==> config.mk <==
export PLATFORM = sky130hd
export DESIGN_NAME = dvs_i2c_register_slave
export DESIGN_NICKNAME = d
export VERILOG_FILES = /design/src/hw/dvs_pkg.sv /design/src/hw/dvs_ramp.sv /design/src/hw/dvs_i2c_register_slave.sv
export VERILOG_INCLUDE_DIRS = /design/src /design/src/hw
export SDC_FILE = /design/constraint.sdc
export NUM_CORES = 1
export LEC_CHECK = 0
export ABC_AREA = 1
export BUFFER_PORTS_ARGS = -buffer_cell sky130_fd_sc_hd__buf_4
export CAP_MARGIN = 20
export CORE_UTILIZATION = 44
export DETAILED_ROUTE_END_ITERATION = 8
export PLACE_DENSITY = 0.62
export SLEW_MARGIN = 30
export SYNTH_ARGS = -nofsm -noshare
export SYNTH_HDL_FRONTEND = slang
export SYNTH_SLANG_ARGS = --single-unit
==> constraint.sdc <==
create_clock -name clk -period 4.1 [get_ports clk]
set_input_delay 0.205 -clock clk [delete_from_list [all_inputs] [get_ports clk]]
set_output_delay 0.205 -clock clk [all_outputs]
set_load 0.02 [all_outputs]
==> src/hw/dvs_consts.svh <==
// named constants for the voltage-scaling register slave
// assumes a 20 MHz core clock; included by bare name from hw/
`ifndef DVS_CONSTS_SVH
`define DVS_CONSTS_SVH

// register indices (two low bits of the register address byte)
`define REG_FLOOR 2'h0
`define REG_ROOF 2'h1
`define REG_STYLE 2'h2
`define REG_RAMP 2'h3
`define REG_INDEX_TOP 6'h00

// slave address: fixed nibble, factory option pair, fixed low bit
`define ADDR_FIXED 4'h9
`define ADDR_OPTION 2'h0
`define ADDR_LSB 1'h0
`define HS_CODE_TOP 5'h01

// value read back from an unmapped register index
`define UNDEF_READ 8'h00

// reset values; the level code default is arbitrary
`define LEVEL_CODE_RESET 6'h20
`define ON_BIT_RESET 1'h1
`define SPARE_RESET 1'h0
`define STYLE_RESET 8'h00
`define DISCHARGE_RESET 1'h1
`define RATE_IMMEDIATE 3'h7

// operating style override field
`define MODE_CTRL_FOLLOW 2'h0
`define MODE_CTRL_FORCED 2'h2

// serial framing
`define BYTE_BITS 4'h8

// ramp timing: one micro-step is 12.5 mV, slowest slew 0.15 mV/us
`define CLK_NS 50
`define STEP_UV 12500
`define SLOWEST_RATE_UV_PER_US 150
`define SLOWEST_STEP_CYCLES \
	((`STEP_UV * 1000 + `SLOWEST_RATE_UV_PER_US * `CLK_NS - 1) / \
	(`SLOWEST_RATE_UV_PER_US * `CLK_NS))
`define STEP_TIMER_W 12

`endif

==> src/hw/dvs_pkg.sv <==
// types shared by the register slave and its ramp generator
// assumes nothing beyond a SystemVerilog compiler
package dvs_pkg;

	typedef enum logic [8:0] {
		ST_IDLE = 9'h001,
		ST_ADDR = 9'h002,
		ST_ADDR_ACK = 9'h004,
		ST_REG = 9'h008,
		ST_REG_ACK = 9'h010,
		ST_WDATA = 9'h020,
		ST_WDATA_ACK = 9'h040,
		ST_RDATA = 9'h080,
		ST_RDATA_ACK = 9'h100
	} serial_state_e;

	typedef struct packed {
		logic converter_on_bit;
		logic spare;
		logic [5:0] code;
	} level_reg_s;

	typedef struct packed {
		logic [1:0] reserved;
		logic [1:0] spare;
		logic [1:0] mode_ctrl;
		logic roof_style_bit;
		logic floor_style_bit;
	} style_reg_s;

	typedef struct packed {
		logic spare_hi;
		logic discharge;
		logic power_good_flag;
		logic [1:0] spare_lo;
		logic [2:0] ramp_rate_field;
	} ramp_reg_s;

	typedef struct packed {
		logic [5:0] code;
		logic [2:0] ramp_rate_field;
		logic forced_pwm;
	} target_s;

endpackage

==> src/hw/dvs_ramp.sv <==
// output level ramp generator: walks the level code toward its target
// assumes the target is steady logic on clk, not a raw pin
`timescale 1ns/1ns
`default_nettype none
`include "dvs_consts.svh"

module dvs_ramp (
	input wire logic clk,
	input wire logic rst_n,
	input wire dvs_pkg::target_s target,
	output logic [5:0] level_code,
	output logic ramping,
	output logic coast_start
);
	import dvs_pkg::*;

	logic [`STEP_TIMER_W-1:0] step_timer;
	logic [`STEP_TIMER_W-1:0] step_interval;
	logic immediate;
	logic going_down;
	logic moving;

	// slew codes double from 000 upward, so the interval halves per code
	always_comb begin
		immediate = (target.ramp_rate_field == `RATE_IMMEDIATE);
		going_down = (target.code < level_code);
		moving = (target.code != level_code);
		step_interval = `STEP_TIMER_W'(`SLOWEST_STEP_CYCLES >>
			target.ramp_rate_field);
	end

	// level tracking; a new target mid-ramp simply redirects the walk
	always_ff @(posedge clk) begin
		if (!rst_n) begin
			level_code <= `LEVEL_CODE_RESET;
			step_timer <= '0;
		end else if (!moving) begin
			step_timer <= '0;
		end else if (immediate) begin
			level_code <= target.code;
			step_timer <= '0;
		end else if (step_timer >= step_interval - `STEP_TIMER_W'(1)) begin
			step_timer <= '0;
			level_code <= going_down ? level_code - 6'h01
				: level_code + 6'h01;
		end else begin
			step_timer <= step_timer + `STEP_TIMER_W'(1);
		end
	end

	// status toward power-good: stepped walks and uncontrolled decays
	always_ff @(posedge clk) begin
		if (!rst_n) begin
			ramping <= 1'b0;
			coast_start <= 1'b0;
		end else begin
			ramping <= moving && !immediate;
			// auto mode stops switching and lets the load pull it down
			coast_start <= moving && immediate && going_down
				&& !target.forced_pwm;
		end
	end

endmodule
`default_nettype wire

==> src/hw/dvs_i2c_register_slave.sv <==
// serial register slave and level control of a step-down converter
// assumes open-drain data with an outside pull-up; all pins are async
//
// What this block does
// - pulse-skip level-select fall keeps power-good low until pulsing resumes
// - stepped ramping keeps power-good low while the output ramps
// - ramp code 111 raises the output at maximum slew
// - code 111 downward: immediate if forced PWM, else stop switching
// - codes 000-110 time the interval between micro-steps
// - slave only, standard through high-speed bit rates
// - 7-bit addressing only; 10-bit and general call ignored
// - address is 1001, two option bits, then zero
// - acknowledge only a matching address, low through ninth clock high
// - acknowledge every byte received in a write
// - start, address, register byte, data; commit on last bit's fall
// - register byte upper six bits zero, low two pick a register
// - unmapped register reads return 00h
// - high-speed unmapped reads also return 00h
// - master code 00001XXX is not acknowledged but enters high speed
// - stop leaves high speed; repeated starts keep it
// - start is data falling with clock high, stop data rising
// - enable pin low blocks updates; register enable bit does not
// - floor bit 7 gates the enable pin and mirrors roof bit 7
// - floor code is a 6-bit linear level in bits 5 to 0
// - level-select low uses floor code and style, high the roof's
// - writing the selected level moves the output; the other does not
// - enable pin rising edge restores all registers to defaults
// - ramp codes double in slew from 000 to 110; 111 is immediate
`timescale 1ns/1ns
`default_nettype none
`include "dvs_consts.svh"

module dvs_i2c_register_slave (
	input wire logic clk,
	input wire logic rst_n,
	input wire logic scl_pin,
	input wire logic sda_in,
	output logic sda_out,
	output logic sda_oe,
	input wire logic en_pin,
	input wire logic level_select_pin,
	input wire logic in_regulation,
	input wire logic pulsing_resumed,
	output logic [5:0] level_code,
	output logic forced_pwm,
	output logic converter_active,
	output logic discharge_active,
	output logic power_good_flag,
	output logic hs_mode
);
	import dvs_pkg::*;

	// pin synchronisers: meta is read only by sync
	logic [5:0] pin_meta;
	logic [5:0] pin_sync;
	logic [5:0] pin_prev;
	logic scl_s;
	logic sda_s;
	logic en_s;
	logic sel_s;
	logic reg_ok_s;
	logic pulsing_s;
	logic scl_q;
	logic sda_q;
	logic en_q;
	logic sel_q;

	// bus framing
	logic start_cond;
	logic stop_cond;
	logic scl_rise;
	logic scl_fall;
	logic en_rise;
	logic byte_done;
	serial_state_e state;
	logic [3:0] bit_count;
	logic [7:0] rx_shift;
	logic [7:0] tx_shift;
	logic [7:0] reg_pointer;
	logic read_dir;
	logic master_ack;
	logic addr_match;
	logic hs_code;
	logic write_commit;
	logic [7:0] read_value;

	// register file and control state
	level_reg_s floor_level_register;
	level_reg_s roof_level_register;
	style_reg_s operating_style_register;
	ramp_reg_s ramp_and_discharge_register;
	target_s target;
	logic auto_style;
	logic converter_on;
	logic ramping;
	logic coast_start;
	logic decaying;

	// bus and enable idle high, status pins idle low: no false edge or
	// power-good blip just after reset
	always_ff @(posedge clk) begin
		if (!rst_n) begin
			pin_meta <= 6'h3C;
			pin_sync <= 6'h3C;
			pin_prev <= 6'h3C;
		end else begin
			pin_meta <= {scl_pin, sda_in, en_pin, level_select_pin,
				in_regulation, pulsing_resumed};
			pin_sync <= pin_meta;
			pin_prev <= pin_sync;
		end
	end

	// named views of synchronised pins and their previous samples
	assign {scl_s, sda_s, en_s, sel_s, reg_ok_s, pulsing_s} = pin_sync;
	assign {scl_q, sda_q, en_q, sel_q} = pin_prev[5:2];

	// edges of the sampled bus; clock high on both samples guards
	// against reading a data change as a condition
	assign start_cond = scl_s && scl_q && sda_q && !sda_s;
	assign stop_cond = scl_s && scl_q && !sda_q && sda_s;
	assign scl_rise = scl_s && !scl_q;
	assign scl_fall = !scl_s && scl_q;
	assign en_rise = en_s && !en_q;
	assign byte_done = scl_fall && (bit_count == `BYTE_BITS);

	// only 7-bit addresses match; general call and 10-bit heads fall out
	assign addr_match = (rx_shift[7:1] ==
		{`ADDR_FIXED, `ADDR_OPTION, `ADDR_LSB});
	assign hs_code = (rx_shift[7:3] == `HS_CODE_TOP);
	assign write_commit = (state == ST_WDATA) && byte_done;

	// read mux; unmapped indices give the same value at every speed
	function automatic logic [7:0] read_byte(input logic [7:0] idx);
		logic [7:0] value;
		value = `UNDEF_READ;
		if (idx[7:2] == `REG_INDEX_TOP) begin
			unique case (idx[1:0])
				`REG_FLOOR: value = floor_level_register;
				`REG_ROOF: value = roof_level_register;
				`REG_STYLE: value = operating_style_register;
				`REG_RAMP: begin
					value = ramp_and_discharge_register;
					value[5] = power_good_flag;
				end
			endcase
		end
		return value;
	endfunction
	assign read_value = read_byte(reg_pointer);

	// bit sampler: data is taken on the rising clock edge
	always_ff @(posedge clk) begin
		if (!rst_n || start_cond) begin
			bit_count <= 4'h0;
			rx_shift <= 8'h00;
		end else if (scl_fall && state != ST_ADDR && state != ST_REG
			&& state != ST_WDATA && state != ST_RDATA) begin
			bit_count <= 4'h0;
		end else if (scl_rise && bit_count != `BYTE_BITS) begin
			bit_count <= bit_count + 4'h1;
			rx_shift <= {rx_shift[6:0], sda_s};
		end else if (byte_done) begin
			bit_count <= 4'h0;
		end
	end

	// transfer sequencer; data out changes only while the clock is low.
	// sampling at 20 MHz leaves few samples per high-speed bit, so the
	// bus must respect its minimum high and low times
	always_ff @(posedge clk) begin
		if (!rst_n || !en_s || stop_cond) begin
			state <= ST_IDLE;
			sda_oe <= 1'b0;
			read_dir <= 1'b0;
			master_ack <= 1'b0;
			tx_shift <= 8'h00;
		end else if (start_cond) begin
			state <= ST_ADDR;
			sda_oe <= 1'b0;
		end else begin
			unique case (state)
				ST_IDLE: ;
				ST_ADDR: begin
					if (byte_done && addr_match) begin
						sda_oe <= 1'b1;
						read_dir <= rx_shift[0];
						state <= ST_ADDR_ACK;
					end else if (byte_done) begin
						state <= ST_IDLE;
					end
				end
				ST_ADDR_ACK: begin
					if (scl_fall && read_dir) begin
						tx_shift <= read_value << 1;
						sda_oe <= !read_value[7];
						state <= ST_RDATA;
					end else if (scl_fall) begin
						sda_oe <= 1'b0;
						state <= ST_REG;
					end
				end
				ST_REG: begin
					if (byte_done) begin
						sda_oe <= 1'b1;
						state <= ST_REG_ACK;
					end
				end
				ST_REG_ACK: begin
					if (scl_fall) begin
						sda_oe <= 1'b0;
						state <= ST_WDATA;
					end
				end
				ST_WDATA: begin
					if (byte_done) begin
						sda_oe <= 1'b1;
						state <= ST_WDATA_ACK;
					end
				end
				ST_WDATA_ACK: begin
					if (scl_fall) begin
						sda_oe <= 1'b0;
						state <= ST_WDATA;
					end
				end
				ST_RDATA: begin
					if (byte_done) begin
						sda_oe <= 1'b0;
						state <= ST_RDATA_ACK;
					end else if (scl_fall) begin
						sda_oe <= !tx_shift[7];
						tx_shift <= tx_shift << 1;
					end
				end
				ST_RDATA_ACK: begin
					if (scl_rise) begin
						master_ack <= !sda_s;
					end else if (scl_fall && master_ack) begin
						tx_shift <= read_value << 1;
						sda_oe <= !read_value[7];
						state <= ST_RDATA;
					end else if (scl_fall) begin
						state <= ST_IDLE;
					end
				end
			endcase
		end
	end

	// register pointer: set by the register byte, advanced per data byte
	always_ff @(posedge clk) begin
		if (!rst_n) begin
			reg_pointer <= 8'h00;
		end else if (state == ST_REG && byte_done) begin
			reg_pointer <= rx_shift;
		end else if (write_commit) begin
			reg_pointer <= reg_pointer + 8'h01;
		end else if (state == ST_RDATA && byte_done) begin
			reg_pointer <= reg_pointer + 8'h01;
		end
	end

	// open-drain: only ever pulls low, the enable carries the bit
	always_ff @(posedge clk) begin
		sda_out <= 1'b0;
	end

	// high-speed flag: set by the master code, dropped at stop
	always_ff @(posedge clk) begin
		if (!rst_n || !en_s || stop_cond) begin
			hs_mode <= 1'b0;
		end else if (state == ST_ADDR && byte_done && hs_code) begin
			hs_mode <= 1'b1;
		end
	end

	// register file; the enable pin's rising edge restores defaults,
	// while the enable bit itself leaves the contents alone
	always_ff @(posedge clk) begin
		if (!rst_n || en_rise) begin
			floor_level_register <= {`ON_BIT_RESET, `SPARE_RESET,
				`LEVEL_CODE_RESET};
			roof_level_register <= {`ON_BIT_RESET, `SPARE_RESET,
				`LEVEL_CODE_RESET};
			operating_style_register <= `STYLE_RESET;
			ramp_and_discharge_register <= {`SPARE_RESET,
				`DISCHARGE_RESET, 1'b0, 2'b00, `RATE_IMMEDIATE};
		end else if (write_commit && reg_pointer[7:2] == `REG_INDEX_TOP)
		begin
			unique case (reg_pointer[1:0])
				`REG_FLOOR: begin
					floor_level_register <= rx_shift;
					roof_level_register.converter_on_bit <=
						rx_shift[7];
				end
				`REG_ROOF: begin
					roof_level_register <= rx_shift;
					floor_level_register.converter_on_bit <=
						rx_shift[7];
				end
				`REG_STYLE: begin
					// the two top bits are reserved and stay zero
					operating_style_register[5:0] <= rx_shift[5:0];
				end
				`REG_RAMP: begin
					// the power-good bit reads live state, not storage
					ramp_and_discharge_register <= {rx_shift[7:6], 1'b0,
						rx_shift[4:0]};
				end
			endcase
		end
	end

	// target selection by level-select; the unselected register is
	// held in storage only, so writing it leaves the output alone
	always_comb begin
		unique case (operating_style_register.mode_ctrl)
			`MODE_CTRL_FOLLOW: auto_style = sel_s ?
				operating_style_register.roof_style_bit
				: operating_style_register.floor_style_bit;
			`MODE_CTRL_FORCED: auto_style = 1'b0;
			default: auto_style = 1'b1;
		endcase
		target.code = sel_s ? roof_level_register.code
			: floor_level_register.code;
		target.ramp_rate_field =
			ramp_and_discharge_register.ramp_rate_field;
		target.forced_pwm = !auto_style;
	end

	assign converter_on = en_s && floor_level_register.converter_on_bit;

	dvs_ramp ramp_gen (
		.clk(clk),
		.rst_n(rst_n),
		.target(target),
		.level_code(level_code),
		.ramping(ramping),
		.coast_start(coast_start)
	);

	// decay tracking: a new start wins over the clearing pulse input
	always_ff @(posedge clk) begin
		if (!rst_n) begin
			decaying <= 1'b0;
		end else if (coast_start || (sel_q && !sel_s && auto_style)) begin
			decaying <= 1'b1;
		end else if (pulsing_s) begin
			decaying <= 1'b0;
		end
	end

	// converter-facing outputs, all registered
	always_ff @(posedge clk) begin
		if (!rst_n) begin
			forced_pwm <= 1'b0;
			converter_active <= 1'b0;
			discharge_active <= 1'b0;
			power_good_flag <= 1'b0;
		end else begin
			forced_pwm <= target.forced_pwm;
			converter_active <= converter_on;
			discharge_active <= !converter_on &&
				ramp_and_discharge_register.discharge;
			// held low across ramps and uncontrolled decays
			power_good_flag <= converter_on && reg_ok_s && !ramping
				&& !decaying && !coast_start;
		end
	end

endmodule
`default_nettype wire

==> impl_metrics.py, run 1 <==
metrics = {
    "outcome": {
        "status": "finished, final reports clean",
    },
    "setup_path": {
        "cp_slowest_cell": "or2_2",
        "reg2reg_setup_slack_ps": 440,
        "cp_common_cell": "nor2_1",
        "crit_type": "reg -> reg",
        "crit_chain": "ha_1, nand2_2, inv_2, nor2_1, ha_1, nand2_1, nor2_1, nand4_1, nor2_1, nand3_1, xor2_1, ha_1, nand2_1, nor2_1, a21boi_1, nor2_1, nand4_2, or2_2, a21oi_1",
        "cp-start-kind": "register",
        "worstReg2RegEnd": "ramp_gen.step_timer[11]$_SDFF_PP0_",
        "path_max_fanout": 12,
        "r2r_start": "ramp_and_discharge_register[0]$_SDFFE_PP1P_",
        "path_depth": 19,
        "crit_family": "simple AND/OR/NAND/NOR gates",
        "max_stage_delay_ps": 450,
        "cp.required_ps": 4390,
        "r2r_cells": 19,
        "crit_arrival_ps": 3950,
        "critical_path.endpoint": "ramp_gen.step_timer[11]$_SDFF_PP0_",
        "cp.buffers_inverters": 1,
        "startpoint": "ramp_and_discharge_register[0]$_SDFFE_PP1P_",
        "end_kind": "register",
    },
    "timing": {
        "setup_viol": 0,
        "slew_violations": 0,
        "max_freq_mhz": 273,
        "period_minus_slack_ps": 3660,
        "period_share_pct": 89.3,
        "hold_viol": 0,
        "rsz0062_at_grt": "no",
        "fin_setup_tns_ps": 0,
        "clock_skew_ps": 11.5,
        "relSlewSlack_pct": 48.5,
        "max_slew.worst_pin.slew_ps": 767,
    },
    "synthesis": {
        "async_reset_ff_share_pct": 0,
        "synthTopCellsByArea": "dfxtp_1 35%, nand2_1 11%, ha_1 7.0%",
        "syn-num-nets": 938,
        "synth-edff-count": 0,
        "ys_types": 47,
        "avgSynthCellArea_sq_um": 7.01,
        "yosysTopAreaCell": "dfxtp_1",
        "synth_top_area_share_pct": 34.8,
        "ys_seq_elements": 109,
        "synthFlopType": "dfxtp_1",
        "syn_inst": 894,
        "ys_warn_count": 0,
        "yosysSeqAreaShare_pct": 34.8,
        "syn_area_sq_um": 6270,
    },
    "floorplan": {
        "coreArea_sq_um": 13900,
        "dieWidth_um": 121,
        "num_rows": 43,
        "fp.dieH_um": 121,
        "io_pins": 21,
        "die_area_sq_um": 14700,
        "initial_utilization_pct": 45.2,
    },
    "global_routing": {
        "grt_pass1_vias": 4988,
        "grt_antenna_before_repair": 0,
        "grt_pass1_wl_mm": 24.4,
        "track_usage_pct": 21.3,
        "grt-ovfl-total": 0,
        "grt_max_degree": 23,
    },
    "power_and_ir_drop": {
        "ir_worst_vdd_mv": 0.270,
        "totalPowerFinal_mw": 2.62,
        "p_leak_nw": 3.16,
        "power.density_nw_per_um2": 382,
    },
    "cts": {
        "clock_latency_ps": 370,
        "tritoncts": "yes",
        "cts.reportedPaths.clkPinSlew_ps": 80,
        "cts_root_buffer": "clkbuf_16",
        "max-clock-path-buffers": 2,
        "htreeDepth": 3,
        "cts_hold_buf": 0,
        "cts_sinks": 109,
        "cts-resized-gates": 0,
        "postCtsSetupRepairBufs": 0,
        "cts_buffers": 9,
    },
    "drt": {
        "dr.pass1.iters": 5,
        "routedWlPerCell_um": 13.4,
        "drt-initial-drc-count": 309,
        "routed_via_density": 4.99,
        "final_antenna_net_count": 0,
        "via_count": 5462,
        "routed_wl_mm": 14.6,
        "drc": 0,
    },
    "placed_design": {
        "dp_hpwl_mm": 10.9,
        "portBuffers": 19,
        "place_area_sq_um": 6570,
        "place_congestion": 0.906,
    },
    "finish": {
        "drive_gt1_share_pct": 11.9,
        "layout.nets": 953,
        "area_delta_synth_final_pct": 9.56,
        "antenna_cells": 0,
        "final_cell_area_sq_um": 6870,
    },
    "worst_hold_path": {
        "hold_path_class": "in -> reg",
    },
    "run": {
        "drv_cap": 0,
    },
}
[layout by cell type (no fill, tap or decap), types with 3 or more instances in the layout]
cell,count
nand2_2,11
xor2_1,19
nand2_1,183
nor2_2,8
nand4_1,10
a31oi_1,8
inv_1,104
dfxtp_1,109
clkbuf_16,9
buf_4,22
o21a_1,7
o21ai_1,6
nor3_1,6
nand3_2,5
clkbuf_8,3
inv_2,13
ha_1,35
a22oi_1,3
nand3_1,39
o21ai_0,58
nor2_4,7
a21oi_1,69
or2_2,15
nand3b_1,11
nor2_1,116
xnor2_1,5
nand2_4,5
[worst register-to-register path: stages (launching register included)]
cell      delay (ps)
dfxtp_1          380
ha_1             250
nand2_2          190
inv_2            110
nor2_1           230
ha_1             230
nand2_1           60
nor2_1           150
nand4_1          140
nor2_1           180
nand3_1          110
xor2_1           160
ha_1             270
nand2_1           70
nor2_1            70
a21boi_1         120
nor2_1           110
nand4_2          170
or2_2            450
a21oi_1          140
[worst min path at each step]
stage,cells past startpoint,slack (ps),to,start
finish,2,20,pin_meta[4]$_SDFF_PN1_,sda_in
global route,2,10,pin_meta[4]$_SDFF_PN1_,sda_in
CTS,2,10,pin_meta[4]$_SDFF_PN1_,sda_in
detailed placement,1,390,power_good_flag$_SDFF_PN0_,ramp_gen.ramping$_SDFF_PN0_
global placement,3,390,pin_meta[0]$_SDFF_PN0_,pulsing_resumed
floorplan,2,300,pin_meta[0]$_SDFF_PN0_,pulsing_resumed
[layer usage]
metal	global-route usage (%)	part of all wire, %	vias up
met5	0	0	-
met4	7.87	2.1	0
met3	4.18	3.2	18
met2	35.0	47	81
met1	27.5	48	2456
li1	-	-	2907
[registers in the layout (all words and copies together), names as in the netlist, 4 cells and up]
register,cells
bit_count,4
rx_shift,8
roof_level_register,8
state,9
ramp_and_discharge_register,7
pin_prev,4
ramp_gen.level_code,6
pin_meta,6
tx_shift,7
reg_pointer,8
floor_level_register,7
ramp_gen.step_timer,12
pin_sync,6
operating_style_register,6
[cell type report]
class	instances	area (sq um)
inverter	117	439
timing repair buffer	22	165
multi-input combinational	650	3550
tap	180	225
clock inverter	4	37.5
fill	1455	7010
sequential	109	2180
clock buffer	12	267
[power by group]
part	switching [mW]	leakage [nW]	internal, mW	total (mW)
clock	0.420	0.151	0.471	0.891
sequential	0.0376	0.884	1.09	1.13
combinational	0.380	2.13	0.221	0.601
[cells by family after synthesis]
group | after synthesis | synth area share, %
AO/OA/AOI/OAI | 164 | 14.3
XOR/XNOR | 24 | 3.35
adder cells (fa/ha/maj) | 36 | 7.30
buffers and inverters | 135 | 8.52
flip-flops | 109 | 34.8
other | 1 | 0.0598
AND/OR/NAND/NOR | 425 | 31.7
[metrics by stage]
stage	setup slack (ps)	utilization [%]	instances	hold slack, ps
finish	439	49.5	1094	16.8
global route	35.4	49.5	1094	9.65
CTS	446	49.5	1094	13.4
detailed placement	453	47.3	1078	391
global placement	591	47.3	1078	386
floorplan	836	-	894	303
[Yosys cell counts (2+ instances only)]
library cell	n
a31oi_1	8
nor3_2	2
nor4_1	2
nor2_1	116
xor2_1	19
inv_2	13
xnor2_1	5
nor3_1	6
nand2_4	5
a21oi_1	69
inv_1	104
a22oi_1	3
nand2_2	11
buf_4	2
dfxtp_1	109
clkbuf_1	10
a211oi_1	2
or2_2	15
nand3_1	39
nand4_1	10
buf_6	2
o21a_1	7
nor2_4	7
o21ai_0	58
nor2_2	8
ha_1	35
o211ai_1	2
nand3_2	5
o21bai_1	2
nand3b_1	11
buf_2	4
nand2_1	183
o21ai_1	6
Power figures use the tool's default switching activity.
==> inputs of run 2 (changes only) <==
- CORE_MARGIN: unset -> 5
- GPL_TIMING_DRIVEN: unset -> 1
- MAX_ROUTING_LAYER: unset -> met4
==> run 2 against run 1 <==
Sequential power about the same. Die area increased by 14%. Non-clock buffer count decreased by 1. Largest cell class unchanged. Largest power group unchanged.
==> impl_metrics.py, run 2 (synthesized netlist as in run 1, its figures left out) <==
metrics = {
    "setup_path": {
        "cp.required_ps": 4380,
        "crit_type": "reg -> reg",
        "crit_arrival_ps": 3940,
        "end_kind": "register",
        "path_max_fanout": 12,
        "cp-start-kind": "register",
    },
    "finish": {
        "antenna_cells": 0,
        "area_delta_synth_final_pct": 9.60,
        "largest_registers": "ramp_gen.step_timer: 12 flops, state: 9 flops",
        "final_cell_mix": "183 x nand2_1, 116 x nor2_1, 109 x dfxtp_1",
        "drive_gt1_share_pct": 11.9,
        "regMostFlops": "ramp_gen.step_timer",
        "largest_reg_flops": 12,
        "fill_cells": 1455,
        "layout.nets": 952,
        "final_common_cell": "nand2_1",
    },
    "cts": {
        "cts-resized-gates": 0,
        "cts_sinks": 109,
        "cts_buffers": 9,
        "cts_hold_buf": 0,
        "cts_root_buffer": "clkbuf_16",
        "tritoncts": "yes",
        "htreeDepth": 3,
        "max-clock-path-buffers": 2,
        "postCtsSetupRepairBufs": 0,
        "cts.reportedPaths.clkPinSlew_ps": 80,
        "clock_latency_ps": 360,
    },
    "run": {
        "drv_cap": 0,
    },
    "floorplan": {
        "io_pins": 21,
        "die_area_sq_um": 16700,
        "fp.dieH_um": 129,
        "dieWidth_um": 129,
        "coreArea_sq_um": 13900,
        "initial_utilization_pct": 45.0,
        "num_rows": 43,
    },
    "timing": {
        "relSlewSlack_pct": 53.5,
        "period_minus_slack_ps": 3660,
        "max_slew.worst_pin.slew_ps": 692,
        "period_share_pct": 89.2,
        "setup_viol": 0,
        "fin_ws_ps": 443,
        "hold_viol": 0,
        "slew_violations": 0,
        "fin_setup_tns_ps": 0,
        "rsz0062_at_grt": "no",
        "clock_skew_ps": 12.6,
        "max_freq_mhz": 273,
    },
    "global_routing": {
        "grt_max_degree": 23,
        "grt_pass1_wl_mm": 24.4,
        "track_usage_pct": 18.6,
        "grt-ovfl-total": 0,
        "grt_antenna_before_repair": 0,
        "grt_pass1_vias": 5022,
    },
    "drt": {
        "routedWlPerCell_um": 13.2,
        "via_count": 5411,
        "drt-initial-drc-count": 282,
        "drc": 0,
        "final_antenna_net_count": 0,
        "dr.pass1.iters": 7,
        "routed_wl_mm": 14.4,
        "routed_via_density": 4.95,
    },
    "worst_hold_path": {
        "hold_path_class": "in -> reg",
    },
    "placed_design": {
        "dp_hpwl_mm": 10.9,
        "place_congestion": 0.900,
        "portBuffers": 19,
        "place_ws_ps": 418,
    },
    "outcome": {
        "status": "finished, final reports clean",
    },
    "power_and_ir_drop": {
        "power.density_nw_per_um2": 386,
        "ir_worst_vdd_mv": 0.254,
        "p_leak_nw": 3.16,
    },
}
[run 2: power breakdown]
group	internal (mW)	switching, mW
sequential	1.09	0.0375
combinational	0.221	0.389
clock	0.497	0.415
total	1.81	0.841
[run 2: final timing paths]
kind,startpoint,end,slack [ps],cells after the start
setup / recovery,ramp_and_discharge_register[0]$_SDFFE_PP1P_,ramp_gen.step_timer[11]$_SDFF_PP0_,440,19
hold / removal,scl_pin,pin_meta[5]$_SDFF_PN1_,30,2
setup reg to reg,ramp_and_discharge_register[0]$_SDFFE_PP1P_,ramp_gen.step_timer[11]$_SDFF_PP0_,440,19
hold reg to reg,ramp_gen.ramping$_SDFF_PN0_,power_good_flag$_SDFF_PN0_,400,1
[run 2: cell type report]
| cell class | count | area [sq um] | share of cell area [%] |
|---|---|---|---|
| Multi-Input combinational cell | 650 | 3560 | 51.8 |
| Clock inverter | 6 | 68.8 | 1.00 |
| Timing Repair Buffer | 21 | 158 | 2.29 |
| Inverter | 117 | 439 | 6.39 |
| Clock buffer | 10 | 239 | 3.48 |
| Tap cell | 180 | 225 | 3.28 |
| Sequential cell | 109 | 2180 | 31.7 |
[run 2: routing by layer]
metal | share of wire (%) | wire length, um | vias up | track usage, %
met5 | 0 | 0 | - | -
met4 | 1.4 | 199 | 0 | 4.57
met3 | 3.5 | 502 | 12 | 4.33
met2 | 46 | 6570 | 66 | 29.3
met1 | 50 | 7150 | 2423 | 24.1
li1 | - | - | 2910 | -
[run 2: per-stage QoR]
stage / power (mW) / hold WS, ps / util (%) / cells / instance area [sq um]
detailed placement: 1.76 / 393 / 47.1 / 1077 / 6560
finish: 2.65 / 32.0 / 49.3 / 1093 / 6870
floorplan: 1.59 / 303 / - / 894 / 6270
global route: 2.81 / 22.4 / 49.3 / 1093 / 6870
global placement: 1.75 / 386 / 47.1 / 1077 / 6560
CTS: 2.68 / 19.9 / 49.3 / 1093 / 6870
[run 2: worst max-delay path, stage by stage, from the launching register on]
cell and delay (ps):
dfxtp_1 370, ha_1 250, nand2_2 170, inv_2 100, nor2_1 280, ha_1 260
nand2_1 60, nor2_1 150, nand4_1 150, nor2_1 180, nand3_1 100, xor2_1 150
ha_1 270, nand2_1 70, nor2_1 60, a21boi_1 120, nor2_1 110, nand4_2 160
or2_2 440, a21oi_1 140
